`src/inc/tdc_defines.svh`:
```
// register offsets, field positions and reset values of the des control block
`ifndef TDC_DEFINES_SVH
`define TDC_DEFINES_SVH

// ************************************************
// register byte offsets
// ************************************************
`define TDC_OFS_CONTROL 8'h00
`define TDC_OFS_MODE 8'h04
`define TDC_OFS_IRQ_SET 8'h10
`define TDC_OFS_IRQ_CLR 8'h14
`define TDC_OFS_IRQ_MASK 8'h18
`define TDC_OFS_STATUS 8'h1c
`define TDC_OFS_KEY_LO 8'h20
`define TDC_OFS_KEY_HI 8'h34
`define TDC_OFS_IN1 8'h40
`define TDC_OFS_IN2 8'h44
`define TDC_OFS_OUT1 8'h50
`define TDC_OFS_OUT2 8'h54
`define TDC_OFS_IV1 8'h60
`define TDC_OFS_IV2 8'h64

// ************************************************
// control fields
// ************************************************
`define TDC_CR_START 0
`define TDC_CR_SOFTRST 8

// ************************************************
// mode fields
// ************************************************
`define TDC_MR_CIPHER 0
`define TDC_MR_TRIPLE 1
`define TDC_MR_KEYSCHEME 4
`define TDC_MR_START_LO 8
`define TDC_MR_CHAIN_LO 12
`define TDC_MR_LOD 15
`define TDC_MR_FEEDBACK_SIZE_FIELD_LO 16
`define TDC_MR_RESET 32'h0000_0002
`define TDC_MR_WMASK 32'h0003_b313

// ************************************************
// interrupt and status fields
// ************************************************
`define TDC_IRQ_RDY 0
`define TDC_IRQ_RXEND 1
`define TDC_IRQ_TXEND 2
`define TDC_IRQ_RXFULL 3
`define TDC_IRQ_TXEMPTY 4
`define TDC_IRQ_BAD 8
`define TDC_ST_TYPE_LO 12
`define TDC_NUM_SRC 6

`endif

```
`src/inc/tdc_pkg.sv`:
```
// types of the des control block
package tdc_pkg;
  typedef enum logic [1:0] {
    TDC_START_MANUAL = 2'h0,
    TDC_START_AUTO = 2'h1,
    TDC_START_DMA = 2'h2,
    TDC_START_RSVD = 2'h3
  } tdc_start_t;

  typedef enum logic [1:0] {
    TDC_CHAIN_ECB = 2'h0,
    TDC_CHAIN_CBC = 2'h1,
    TDC_CHAIN_OFB = 2'h2,
    TDC_CHAIN_CFB = 2'h3
  } tdc_chain_t;

  typedef enum logic [1:0] {
    TDC_CFB_64 = 2'h0,
    TDC_CFB_32 = 2'h1,
    TDC_CFB_16 = 2'h2,
    TDC_CFB_8 = 2'h3
  } tdc_feedback_size_field_t;

  typedef enum logic [1:0] {
    TDC_BAD_IN_WR_DMA = 2'h0,
    TDC_BAD_OUT_RD = 2'h1,
    TDC_BAD_MODE_WR = 2'h2,
    TDC_BAD_WO_RD = 2'h3
  } tdc_bad_t;

  typedef enum logic {
    TDC_IDLE = 1'b0,
    TDC_BUSY = 1'b1
  } tdc_state_t;
endpackage

```
`src/design/tdc_control_regs.sv`:
```
// register logic, start control and flags of a single and triple des unit
// How it works
// start bit one launches manual run
// soft reset bit resets whole unit; memData1 and memData2 keep their values
// bit 0 direction, bit 1 triple des
// triple bit set uses three keys, or two with bit 4 set
// bit 4 picks three or two keys
// start field manual, auto, dma; memory results
// dma with last output keeps result local
// chaining field ecb, cbc, ofb, cfb
// output read clears ready, last output off
// input write clears ready, last output on
// no output reads mid dma run
// feedback size 64, 32, 16, 8 bits
// enable register ones set enables
// disable register ones clear enables
// start or soft reset clears ready
// only soft reset clears bad access
// mode write while busy flags bad access
// enabled flag drives interrupt line
// auto mode starts after both inputs
`timescale 1ns/1ps
`include "tdc_defines.svh"

module tdc_control_regs (
  input wire logic clock,
  input wire logic rst_n,
  input wire logic [7:0] addr,
  input wire logic [31:0] wrData,
  input wire logic wrStb,
  input wire logic rdStb,
  output logic [31:0] rdData,
  input wire logic coreDone,
  input wire logic [31:0] coreOut1,
  input wire logic [31:0] coreOut2,
  input wire logic dmaRxEnd,
  input wire logic dmaTxEnd,
  input wire logic dmaRxFull,
  input wire logic dmaTxEmpty,
  output logic coreStart,
  output logic coreReset,
  output logic [31:0] coreIn1,
  output logic [31:0] coreIn2,
  output logic encrypt,
  output logic tripleDes,
  output logic twoKey,
  output tdc_pkg::tdc_start_t startMode,
  output tdc_pkg::tdc_chain_t chainMode,
  output tdc_pkg::tdc_feedback_size_field_t feedbackSize,
  output logic lastOutput,
  output logic memWrite,
  output logic [31:0] memData1,
  output logic [31:0] memData2,
  output logic irq
);
  import tdc_pkg::*;

  // ************************************************
  // declarations
  // ************************************************
  logic [31:0] modeQ, out1Q, out2Q, in1Q, in2Q, memData1Q, memData2Q, rdDataQ, rdDataD;
  logic [1:0] inSeenQ;
  logic readyQ, badQ, startQ, softRstQ, memWriteQ, irqQ;
  tdc_bad_t badTypeQ;
  tdc_state_t stateQ;
  logic [`TDC_NUM_SRC-1:0] maskQ, statusVec, irqBits;
  logic wrCtrl, wrMode, wrIrqSet, wrIrqClr, wrIn1, wrIn2, wrIn, rdOut, rdWriteOnly;
  logic softRst, cmdStart, autoStart, launch, busy, isDma;
  tdc_start_t modeStart;

  // ************************************************
  // address decode
  // ************************************************
  assign wrCtrl = wrStb && (addr == `TDC_OFS_CONTROL);
  assign wrMode = wrStb && (addr == `TDC_OFS_MODE);
  assign wrIrqSet = wrStb && (addr == `TDC_OFS_IRQ_SET);
  assign wrIrqClr = wrStb && (addr == `TDC_OFS_IRQ_CLR);
  assign wrIn1 = wrStb && (addr == `TDC_OFS_IN1);
  assign wrIn2 = wrStb && (addr == `TDC_OFS_IN2);
  assign wrIn = wrIn1 || wrIn2;
  assign rdOut = rdStb && ((addr == `TDC_OFS_OUT1) || (addr == `TDC_OFS_OUT2));
  // reading a key, input, vector or command word betrays nothing, it only flags
  assign rdWriteOnly = rdStb && ((addr == `TDC_OFS_CONTROL) || (addr == `TDC_OFS_IRQ_SET) ||
    (addr == `TDC_OFS_IRQ_CLR) || (addr == `TDC_OFS_IN1) || (addr == `TDC_OFS_IN2) ||
    (addr == `TDC_OFS_IV1) || (addr == `TDC_OFS_IV2) ||
    ((addr >= `TDC_OFS_KEY_LO) && (addr <= `TDC_OFS_KEY_HI) && (addr[1:0] == 2'h0)));

  // soft reset command
  assign softRst = wrCtrl && wrData[`TDC_CR_SOFTRST];
  // start command, zero is ignored
  assign cmdStart = wrCtrl && wrData[`TDC_CR_START] && !softRst;

  assign modeStart = tdc_start_t'(modeQ[`TDC_MR_START_LO +: 2]);
  assign isDma = (modeStart == TDC_START_DMA);
  assign busy = (stateQ == TDC_BUSY);

  // auto and dma runs fire once both input words are in
  assign autoStart = (modeStart == TDC_START_AUTO || isDma) && !softRst &&
    ((inSeenQ[0] || wrIn1) && (inSeenQ[1] || wrIn2)) && wrIn;
  // manual or automatic launch while idle
  assign launch = (cmdStart && !busy) || (autoStart && !busy);

  // ************************************************
  // processing state
  // ************************************************
  always_ff @(posedge clock or negedge rst_n)
  begin
    if (!rst_n)
      stateQ <= TDC_IDLE;
    else if (softRst)
      stateQ <= TDC_IDLE;
    else
      unique case (stateQ)
        TDC_IDLE:
          if (launch)
            stateQ <= TDC_BUSY;
        TDC_BUSY:
          if (coreDone)
            stateQ <= TDC_IDLE;
      endcase
  end

  always_ff @(posedge clock or negedge rst_n)
  begin
    if (!rst_n)
      startQ <= 1'b0;
    else
      startQ <= launch;
  end

  // one cycle reset toward the cipher core
  always_ff @(posedge clock or negedge rst_n)
  begin
    if (!rst_n)
      softRstQ <= 1'b0;
    else
      softRstQ <= softRst;
  end

  // ************************************************
  // mode register and input words
  // ************************************************
  // mode is frozen during a run, the write only flags
  always_ff @(posedge clock or negedge rst_n)
  begin
    if (!rst_n)
      modeQ <= `TDC_MR_RESET;
    else if (softRst)
      modeQ <= `TDC_MR_RESET;
    else if (wrMode && !busy)
      modeQ <= wrData & `TDC_MR_WMASK;
  end

  always_ff @(posedge clock or negedge rst_n)
  begin
    if (!rst_n)
    begin
      in1Q <= 32'h0;
      in2Q <= 32'h0;
    end
    else if (softRst)
    begin
      in1Q <= 32'h0;
      in2Q <= 32'h0;
    end
    else
    begin
      if (wrIn1)
        in1Q <= wrData;
      if (wrIn2)
        in2Q <= wrData;
    end
  end

  // remember which input words arrived
  always_ff @(posedge clock or negedge rst_n)
  begin
    if (!rst_n)
      inSeenQ <= 2'h0;
    else if (softRst || launch)
      inSeenQ <= 2'h0;
    else
    begin
      if (wrIn1)
        inSeenQ[0] <= 1'b1;
      if (wrIn2)
        inSeenQ[1] <= 1'b1;
    end
  end

  // ************************************************
  // results
  // ************************************************
  // dma run without last output hands result to memory
  always_ff @(posedge clock or negedge rst_n)
  begin
    if (!rst_n)
    begin
      memWriteQ <= 1'b0;
      memData1Q <= 32'h0;
      memData2Q <= 32'h0;
    end
    else
    begin
      memWriteQ <= busy && coreDone && isDma && !modeQ[`TDC_MR_LOD] && !softRst;
      if (busy && coreDone && isDma && !modeQ[`TDC_MR_LOD])
      begin
        memData1Q <= coreOut1;
        memData2Q <= coreOut2;
      end
    end
  end

  // otherwise the output words hold the result
  // mid dma run these words may be stale, no guard here
  always_ff @(posedge clock or negedge rst_n)
  begin
    if (!rst_n)
    begin
      out1Q <= 32'h0;
      out2Q <= 32'h0;
    end
    else if (softRst)
    begin
      out1Q <= 32'h0;
      out2Q <= 32'h0;
    end
    else if (busy && coreDone && !(isDma && !modeQ[`TDC_MR_LOD]))
    begin
      out1Q <= coreOut1;
      out2Q <= coreOut2;
    end
  end

  // ************************************************
  // status flags and interrupt enables
  // ************************************************
  // completion wins over every clear except soft reset in the same cycle
  always_ff @(posedge clock or negedge rst_n)
  begin
    if (!rst_n)
      readyQ <= 1'b0;
    // soft reset clears ready
    else if (softRst)
      readyQ <= 1'b0;
    else if (busy && coreDone && !(isDma && !modeQ[`TDC_MR_LOD]))
      readyQ <= 1'b1;
    // start command clears ready
    else if (cmdStart)
      readyQ <= 1'b0;
    // output read clears ready
    else if (!modeQ[`TDC_MR_LOD] && !isDma && rdOut)
      readyQ <= 1'b0;
    // input write clears ready
    else if (modeQ[`TDC_MR_LOD] && wrIn)
      readyQ <= 1'b0;
  end

  // sticky until soft reset only
  always_ff @(posedge clock or negedge rst_n)
  begin
    if (!rst_n)
    begin
      badQ <= 1'b0;
      badTypeQ <= TDC_BAD_IN_WR_DMA;
    end
    else if (softRst)
    begin
      badQ <= 1'b0;
      badTypeQ <= TDC_BAD_IN_WR_DMA;
    end
    // mode write during a run
    else if (wrMode && busy)
    begin
      badQ <= 1'b1;
      badTypeQ <= TDC_BAD_MODE_WR;
    end
    else if (wrIn && busy && isDma)
    begin
      badQ <= 1'b1;
      badTypeQ <= TDC_BAD_IN_WR_DMA;
    end
    else if (rdOut && busy)
    begin
      badQ <= 1'b1;
      badTypeQ <= TDC_BAD_OUT_RD;
    end
    else if (rdWriteOnly)
    begin
      badQ <= 1'b1;
      badTypeQ <= TDC_BAD_WO_RD;
    end
  end

  assign statusVec = {badQ, dmaTxEmpty, dmaRxFull, dmaTxEnd, dmaRxEnd, readyQ};
  assign irqBits = {wrData[`TDC_IRQ_BAD], wrData[`TDC_IRQ_TXEMPTY:`TDC_IRQ_RDY]};

  // enable and disable writes
  tdc_irq_mask uMask (
    .clock(clock),
    .rst_n(rst_n),
    .softReset(softRst),
    .setStb(wrIrqSet),
    .clrStb(wrIrqClr),
    .wrBits(irqBits),
    .status(statusVec),
    .maskQ(maskQ),
    .irqQ(irqQ)
  );

  // ************************************************
  // read data, valid the cycle after the strobe only
  // ************************************************
  always_comb
  begin
    rdDataD = 32'h0;
    if (rdStb)
    begin
      unique case (addr)
        `TDC_OFS_MODE:
          rdDataD = modeQ;
        `TDC_OFS_IRQ_MASK:
          rdDataD = {27'h0, maskQ[4:0]} | ({31'h0, maskQ[5]} << `TDC_IRQ_BAD);
        `TDC_OFS_STATUS:
          rdDataD = {27'h0, statusVec[4:0]} | ({31'h0, statusVec[5]} << `TDC_IRQ_BAD) |
            ({30'h0, badTypeQ} << `TDC_ST_TYPE_LO);
        `TDC_OFS_OUT1:
          rdDataD = out1Q;
        `TDC_OFS_OUT2:
          rdDataD = out2Q;
        // write-only and unmapped words read as zero
        default:
          rdDataD = 32'h0;
      endcase
    end
  end

  always_ff @(posedge clock or negedge rst_n)
  begin
    if (!rst_n)
      rdDataQ <= 32'h0;
    else
      rdDataQ <= rdDataD;
  end

  // ************************************************
  // outputs
  // ************************************************
  assign rdData = rdDataQ;
  assign coreStart = startQ;
  assign coreReset = softRstQ;
  assign coreIn1 = in1Q;
  assign coreIn2 = in2Q;
  // direction and key bits
  assign encrypt = modeQ[`TDC_MR_CIPHER];
  assign tripleDes = modeQ[`TDC_MR_TRIPLE];
  assign twoKey = modeQ[`TDC_MR_KEYSCHEME];
  // start, chaining, feedback fields
  assign startMode = modeStart;
  assign chainMode = tdc_chain_t'(modeQ[`TDC_MR_CHAIN_LO +: 2]);
  assign feedbackSize = tdc_feedback_size_field_t'(modeQ[`TDC_MR_FEEDBACK_SIZE_FIELD_LO +: 2]);
  assign lastOutput = modeQ[`TDC_MR_LOD];
  assign memWrite = memWriteQ;
  assign memData1 = memData1Q;
  assign memData2 = memData2Q;
  // interrupt line
  assign irq = irqQ;
endmodule // tdc_control_regs

```
`src/design/tdc_irq_mask.sv`:
```
// interrupt enable bits and the interrupt line of the des control block
`timescale 1ns/1ps
`include "tdc_defines.svh"

module tdc_irq_mask (
  input wire logic clock,
  input wire logic rst_n,
  input wire logic softReset,
  input wire logic setStb,
  input wire logic clrStb,
  input wire logic [`TDC_NUM_SRC-1:0] wrBits,
  input wire logic [`TDC_NUM_SRC-1:0] status,
  output logic [`TDC_NUM_SRC-1:0] maskQ,
  output logic irqQ
);
  import tdc_pkg::*;

  // ************************************************
  // per source enable bit
  // ************************************************
  genvar i;
  generate
    for (i = 0; i < `TDC_NUM_SRC; i++)
    begin : gSrc
      always_ff @(posedge clock or negedge rst_n)
      begin
        if (!rst_n)
          maskQ[i] <= 1'b0;
        else if (softReset)
          maskQ[i] <= 1'b0;
        // set on one
        else if (setStb && wrBits[i])
          maskQ[i] <= 1'b1;
        // clear on one
        else if (clrStb && wrBits[i])
          maskQ[i] <= 1'b0;
      end
    end
  endgenerate

  // ************************************************
  // interrupt line
  // ************************************************
  // enabled flag raises line
  always_ff @(posedge clock or negedge rst_n)
  begin
    if (!rst_n)
      irqQ <= 1'b0;
    else
      irqQ <= |(status & maskQ);
  end
endmodule // tdc_irq_mask

```
`config.mk`:
```
export PLATFORM = sky130hd
export DESIGN_NAME = tdc_control_regs
export DESIGN_NICKNAME = d
export VERILOG_FILES = /design/src/inc/tdc_pkg.sv /design/src/design/tdc_control_regs.sv /design/src/design/tdc_irq_mask.sv
export VERILOG_INCLUDE_DIRS = /design/src /design/src/inc
export SDC_FILE = /design/constraint.sdc
export NUM_CORES = 1
export LEC_CHECK = 0
export ABC_AREA = 1
export BUFFER_PORTS_ARGS = -buffer_cell sky130_fd_sc_hd__buf_2
export CAP_MARGIN = 20
export CORE_AREA = 2 2 146 148
export CTS_CLUSTER_DIAMETER = 120
export CTS_CLUSTER_SIZE = 16
export DETAILED_ROUTE_END_ITERATION = 8
export DIE_AREA = 0 0 148 150
export GPL_TIMING_DRIVEN = 0
export PLACE_DENSITY = 0.79
export RECOVER_POWER = 50
export SYNTH_ARGS = -nofsm -noshare
export SYNTH_HDL_FRONTEND = slang
export SYNTH_HIERARCHICAL = 1
export SYNTH_SLANG_ARGS = --single-unit
```
`constraint.sdc`:
```
create_clock -name clock -period 2.6 [get_ports clock]
set_clock_uncertainty 0.2 [all_clocks]
set_input_delay 0.26 -clock clock [delete_from_list [all_inputs] [get_ports clock]]
set_output_delay 0.26 -clock clock [all_outputs]
set_load 0.05 [all_outputs]
```
## Yosys cells after proc, flatten, opt, wreduce, memory -nomap -nowiden

Index checks and enable logic that the tools add are counted.

- Logic and storage cells: 177
- Register bits after elaboration: 273

- $lt $le $gt $ge: 2
- Reduce and logical (&&, ||, !) cells: 81
- Eq/ne operators: 13
- Muxes and demuxes: 52
- Bitwise operators: 5

Operators with widths:

| cell | number |
|---|---|
| 32-bit 2-to-1 mux | 11 |
| 32-bit one-hot mux with 5 select lines | 1 |
| 8-bit by 7-bit equality test with 1-bit output, second input constant | 6 |
| 1-bit logical AND | 45 |
| 1-bit 2-to-1 mux | 33 |
| 8-bit by 5-bit equality test with 1-bit output, second input constant | 4 |
| 5-bit by 9-bit OR with 9-bit output | 2 |
| 3-bit nonzero test | 6 |
| 1-bit logical OR | 14 |
| 9-bit by 14-bit OR with 14-bit output | 1 |
| 2-bit 2-to-1 mux | 6 |
| 2-bit nonzero test | 6 |
| 5-bit nonzero test | 2 |
| 8-bit by 3-bit equality test with 1-bit output, second input constant | 1 |
| 8-bit by 6-bit greater-or-equal comparator with 1-bit output, second input constant | 1 |
| 8-bit by 6-bit less-or-equal comparator with 1-bit output, second input constant | 1 |
| 8-bit zero test | 1 |
| 6-bit AND | 1 |
| 6-bit OR reduction | 1 |
| 1-bit zero test | 5 |
| 2-bit by 1-bit equality test with 1-bit output, second input constant | 1 |
| 2-bit equality test, second input constant | 1 |
| 2-bit zero test | 1 |
| 1-bit one-hot mux with 2 select lines | 1 |
| 1-bit NOT | 1 |

## Logic depth before layout (Yosys ltp)

- Word-level depth: 14
- Mapped depth: 11
- Mapped depth without buffers: 11

## By module

Netlist, hierarchy kept.

Modules (own cells, without submodules):

| module | area each (µm²) | seq. area each (µm²) | instances | cells each |
|---|---|---|---|---|
| tdc_control_regs | 10383.7 | 6107.1 | 1 | 1040 |
| tdc_irq_mask | 317.8 | 175.2 | 1 | 43 |

## Least setup slack after synthesis

No wires, ideal clock.

- Kind: register -> register
- Start point: reg modeQ[9]
- End point: reg memData2Q[10] (netlist: memData2[10])
- Required time: 2270 ps
- Slack: 427 ps
- Cell stages (with the launch flop): 9
- Library setup time: 130 ps
- Arrival: 1843 ps
- Path through: dfrtp_1 ha_1 inv_1 nor2_1 nand3_1 clkbuf_1 clkbuf_1 nand2_1 o21ai_0

- Word-level cells in the longest chain between the ends: 3

Ends and longest elaborated chain:

| item | line | source |
|---|---|---|
| start: declaration | tdc_control_regs.sv:61 | `logic [31:0] modeQ, out1Q, out2Q, in1Q, in2Q, memData1Q, memData2Q, rdDataQ, rdDataD;` |
| start signal: assignment | tdc_control_regs.sv:147 | `` modeQ <= `TDC_MR_RESET; `` |
| start signal: assignment | tdc_control_regs.sv:149 | `` modeQ <= `TDC_MR_RESET; `` |
| start signal: assignment | tdc_control_regs.sv:151 | `` modeQ <= wrData & `TDC_MR_WMASK; `` |
| 2-bit equality test | tdc_control_regs.sv:94 | `assign isDma = (modeStart == TDC_START_DMA);` |
| 1-bit logical AND (2 in series) | tdc_control_regs.sv:206 | `` if (busy && coreDone && isDma && !modeQ[`TDC_MR_LOD]) `` |
| end signal: assignment | tdc_control_regs.sv:209 | `memData2Q <= coreOut2;` |
| end: declaration | tdc_control_regs.sv:61 |  |

No other way between the ends.
A chain may end at the register's enable or synchronous reset.

## Worst setup path in the final report

- Start point: reg modeQ[8]
- End point: reg memData2Q[9] (netlist: memData2[9])

The elaborated chain is that of the path after synthesis.

==> flow_summary_export.csv <==
group,metric,value,unit
sta,tightest_slew,1.66,ns
global_routing,gr-total-overflow,0,
route,routed_wl,32.9,mm
critical_path,cp.required,2.76,ns
floorplan,io_pins,287,
sta,fmax,408,MHz
placed_design,routabilityCongestion,0.906,
power,vdd_drop_max,504,uV
critical_path,crit_path_max_fanout,10,
critical_path,crit_arrival,2.61,ns
floorplan,die_h,150,microns
synth,synth_area,10700,sq um
route,ant_nets,0,
sta,whs,0.0237,ns
global_routing,antenna_found_initial,1,
clock_network,cts_htree_levels,1,
critical_path,path_cells,"inv_1 -> ha_1 -> inv_1 -> nor2_1 -> nand3_2 -> clkbuf_2 -> clkbuf_1 -> nand2_1 -> o21ai_0",
synth,synth_top_cell_by_area,"dfrtp_1",
synth,syn_inst,1083,
run,drv_cap,2,
synth,yosysMostFrequentCell,"nand2_1",
sta,setup_viol,0,
floorplan,fp-row-count,53,
synth,synthFlopType,"dfrtp_1",
critical_path,crit_top_cell,"inv_1",
route,drcViolationCount,0,
synth,synth-seq-area-share,0.587,
sta,hold_viol_final,0,
critical_path,worstPathBufferInverterCount,4,
clock_network,clk_latency,0.50,ns
final_layout,area_delta_synth_final,30.2,%
critical_path,crit_family,"buffers and inverters",
power,clock_power_share,0.330,
global_routing,grt_pass1_vias,9466,
sta,rsz0062_at_grt,"no",
clock_network,root_buffer,"clkbuf_16",
run_status,failed_checks,"max-capacitance violations, max-slew violations",
power,internal-power,5890,uW
floorplan,initial_core_util,0.517,
sta,relSlewSlack,-0.106,
run_status,status,"finished with violations",
synth,yosysWarnings,6,
route,num_vias,9349,
critical_path,cp_slowest_stage_delay,0.42,ns
placed_design,port-buffer-count,285,
route,drt_iter0_markers,643,
floorplan,die_x,148,microns
final_layout,drive_gt1_frac,0.256,
synth,avgSynthCellArea,9.88,sq um
synth,synth-edff-count,0,
synth,synth-async-reset-ratio,1.00,
final_layout,nFillCells,1544,
floorplan,coreArea,20700,sq um
sta,post-route-period-util,0.943,
route,wire_per_inst,18.5,microns
power,p_comb_frac,0.146,
clock_network,clock_sinks,251,
power,p_per_area,586,nW/um^2
critical_path,cp-end-kind,"register",
global_routing,grt_max_degree,123,
critical_path,path_class,"reg -> reg",
sta,slew_viol_final,245,
global_routing,grt_pass1_wl,51.0,mm
critical_path,setup.worst_path.start_class,"register",
synth,synth-seq-cells,251,
power,leakage,0.00726,uW
final_layout,nNetsFinal,1609,
route,drt_first_pass_iters,7,
sta,fin_crit,2.45,ns
synth,synth_cell_types,34,
synth,synthDominantCellAreaShare,0.585,
synth,ys_top_cells_by_count,"nand2_1 (283), dfrtp_1 (250), inv_1 (156), o21ai_0 (72), o21ai_2 (51)",
clock_network,clk_path_buf_depth,3,
power,power_frac_seq,0.524,
global_routing,grt_use_total,0.291,
critical_path,critPathSlowestCell,"dfrtp_1",
power,switchingPower,2280,uW
route,via_per_inst,5.26,
min_path,hold_path.class,"in -> reg",
placed_design,dp.cells,1645,
floorplan,dieArea,22200,sq um
placed_design,dp_hpwl,22.3,mm
synth,ys_top_cells_by_area,"dfrtp_1 (58%), nand2_1 (9.9%), inv_1 (5.5%)",
power,swShare,0.279,
clock_network,clk_pin_slew,0.07,ns
clock_network,cts_tree,"yes",
clock_network,cts_buffers,19,
final_layout,finalNonFillerCells,1776,
synth,syn_nets,1197,
==> state kept, by name, summed over array words and instances (netlist names), 2 cells and up <==
signal       count
coreIn1         32
coreIn2         32
memData1        32
memData2        32
out1Q           32
out2Q           32
rdData          32
modeQ           10
uMask/maskQ      6
badTypeQ         2
inSeenQ          2
==> per-layer routing <==
layer / vias up / GRT usage / wire length (microns)
met1: 4574 / 0.365 / 13000
li1: 4280 / - / -
met4: 0 / 0.0990 / 1180
met5: - / 0 / 0
met3: 81 / 0.0616 / 2580
met2: 414 / 0.504 / 16100
==> per-stage QoR <==
step | area [sq um] | power (uW) | setup WS [ns] | TNS (ns) | utilization
3_3_place_gp | 12500 | 5380 | -3.33 | -827.54 | 0.603
5_1_grt | 13900 | 8470 | 0.00723 | 0 | 0.673
3_5_place_dp | 12500 | 5420 | 0.0138 | 0 | 0.606
4_1_cts | 14100 | 8190 | 0.0517 | 0 | 0.681
2_1_floorplan | 10700 | 5000 | 0.427 | 0 | -
6_report | 13900 | 8170 | 0.149 | 0 | 0.673
==> repair_timing <==
item | CTS | global route
endpoints found under the setup margin | 5 | 49
endpoints found under the hold margin | 457 | 0
hold buffers | 104 | 0
gates resized for setup | 2 | 3
setup buffers | 0 | 0
==> power groups by stage <==
stage          clock network (uW)  registers, uW  logic, uW
6_report                     2700           4280       1190
5_1_grt                      2880           4310       1280
3_5_place_dp                    0           4350       1070
2_1_floorplan                   0           4620        379
4_1_cts                      2720           4280       1200
3_3_place_gp                    0           4340       1030
==> final timing paths <==
path / start / to / slack [ns] / depth (start not counted)
worst max-delay path: modeQ[8] / memData2[9] / 0.15 / 9
worst min-delay path: wrData[12] / coreIn2[12] / 0.02 / 3
worst max register to register: modeQ[8] / memData2[9] / 0.15 / 9
worst min register to register: coreIn2[17] / coreIn2[17] / 0.28 / 2
max in group asynchronous: rst_n / coreIn2[13] / 0.43 / 3
min in group asynchronous: rst_n / out1Q[5] / 0.62 / 3
==> cells by family (layout without fill, tap and decap cells) <==
| group | Yosys count | count (layout) | synth area share |
|---|---|---|---|
| DFF | 251 | 251 | 0.587 |
| other | 0 | 1 | 0 |
| AOI/OAI and AO/OA | 254 | 254 | 0.172 |
| adders and majority gates | 1 | 1 | 0.00117 |
| and+or+nand+nor | 359 | 359 | 0.140 |
| buffers and inverters | 218 | 635 | 0.100 |
==> layout by cell type, fill, tap and decap left out, drive strengths merged, types with 2 or more instances in the layout <==
| cell | Yosys | final |
|---|---|---|
| nand4 | 5 | 5 |
| nand3 | 27 | 27 |
| nor2 | 35 | 35 |
| inv | 162 | 162 |
| nand2 | 286 | 286 |
| nor4 | 2 | 2 |
| o22ai | 71 | 71 |
| dfrtp | 250 | 250 |
| o221ai | 2 | 2 |
| a41oi | 3 | 3 |
| clkbuf | 17 | 123 |
| dlygate4sd3 | 0 | 104 |
| a21oi | 32 | 32 |
| buf | 39 | 245 |
| o21ai | 144 | 144 |
| nor3 | 4 | 4 |
==> worst register-to-register path, cell delays in order, from the launching register on <==
cell and delay (ns):
dfrtp_1 0.42, inv_1 0.11, ha_1 0.19, inv_1 0.07, nor2_1 0.27, nand3_2 0.18
clkbuf_2 0.27, clkbuf_1 0.34, nand2_1 0.14, o21ai_0 0.11
==> layout make-up <==
cell class                 instances  area [sq um]  area share
clock buffer                      25           498      0.0357
multi-input combinational        614          3340       0.240
clock inverter                     1          7.51    0.000539
timing repair buffer             391          2380       0.171
antenna                            1          2.50    0.000180
buffer                            56           458      0.0329
sequential                       251          6280       0.451
tap                              275           344      0.0247
inverter                         162           616      0.0442
Power figures use the tool's default switching activity.
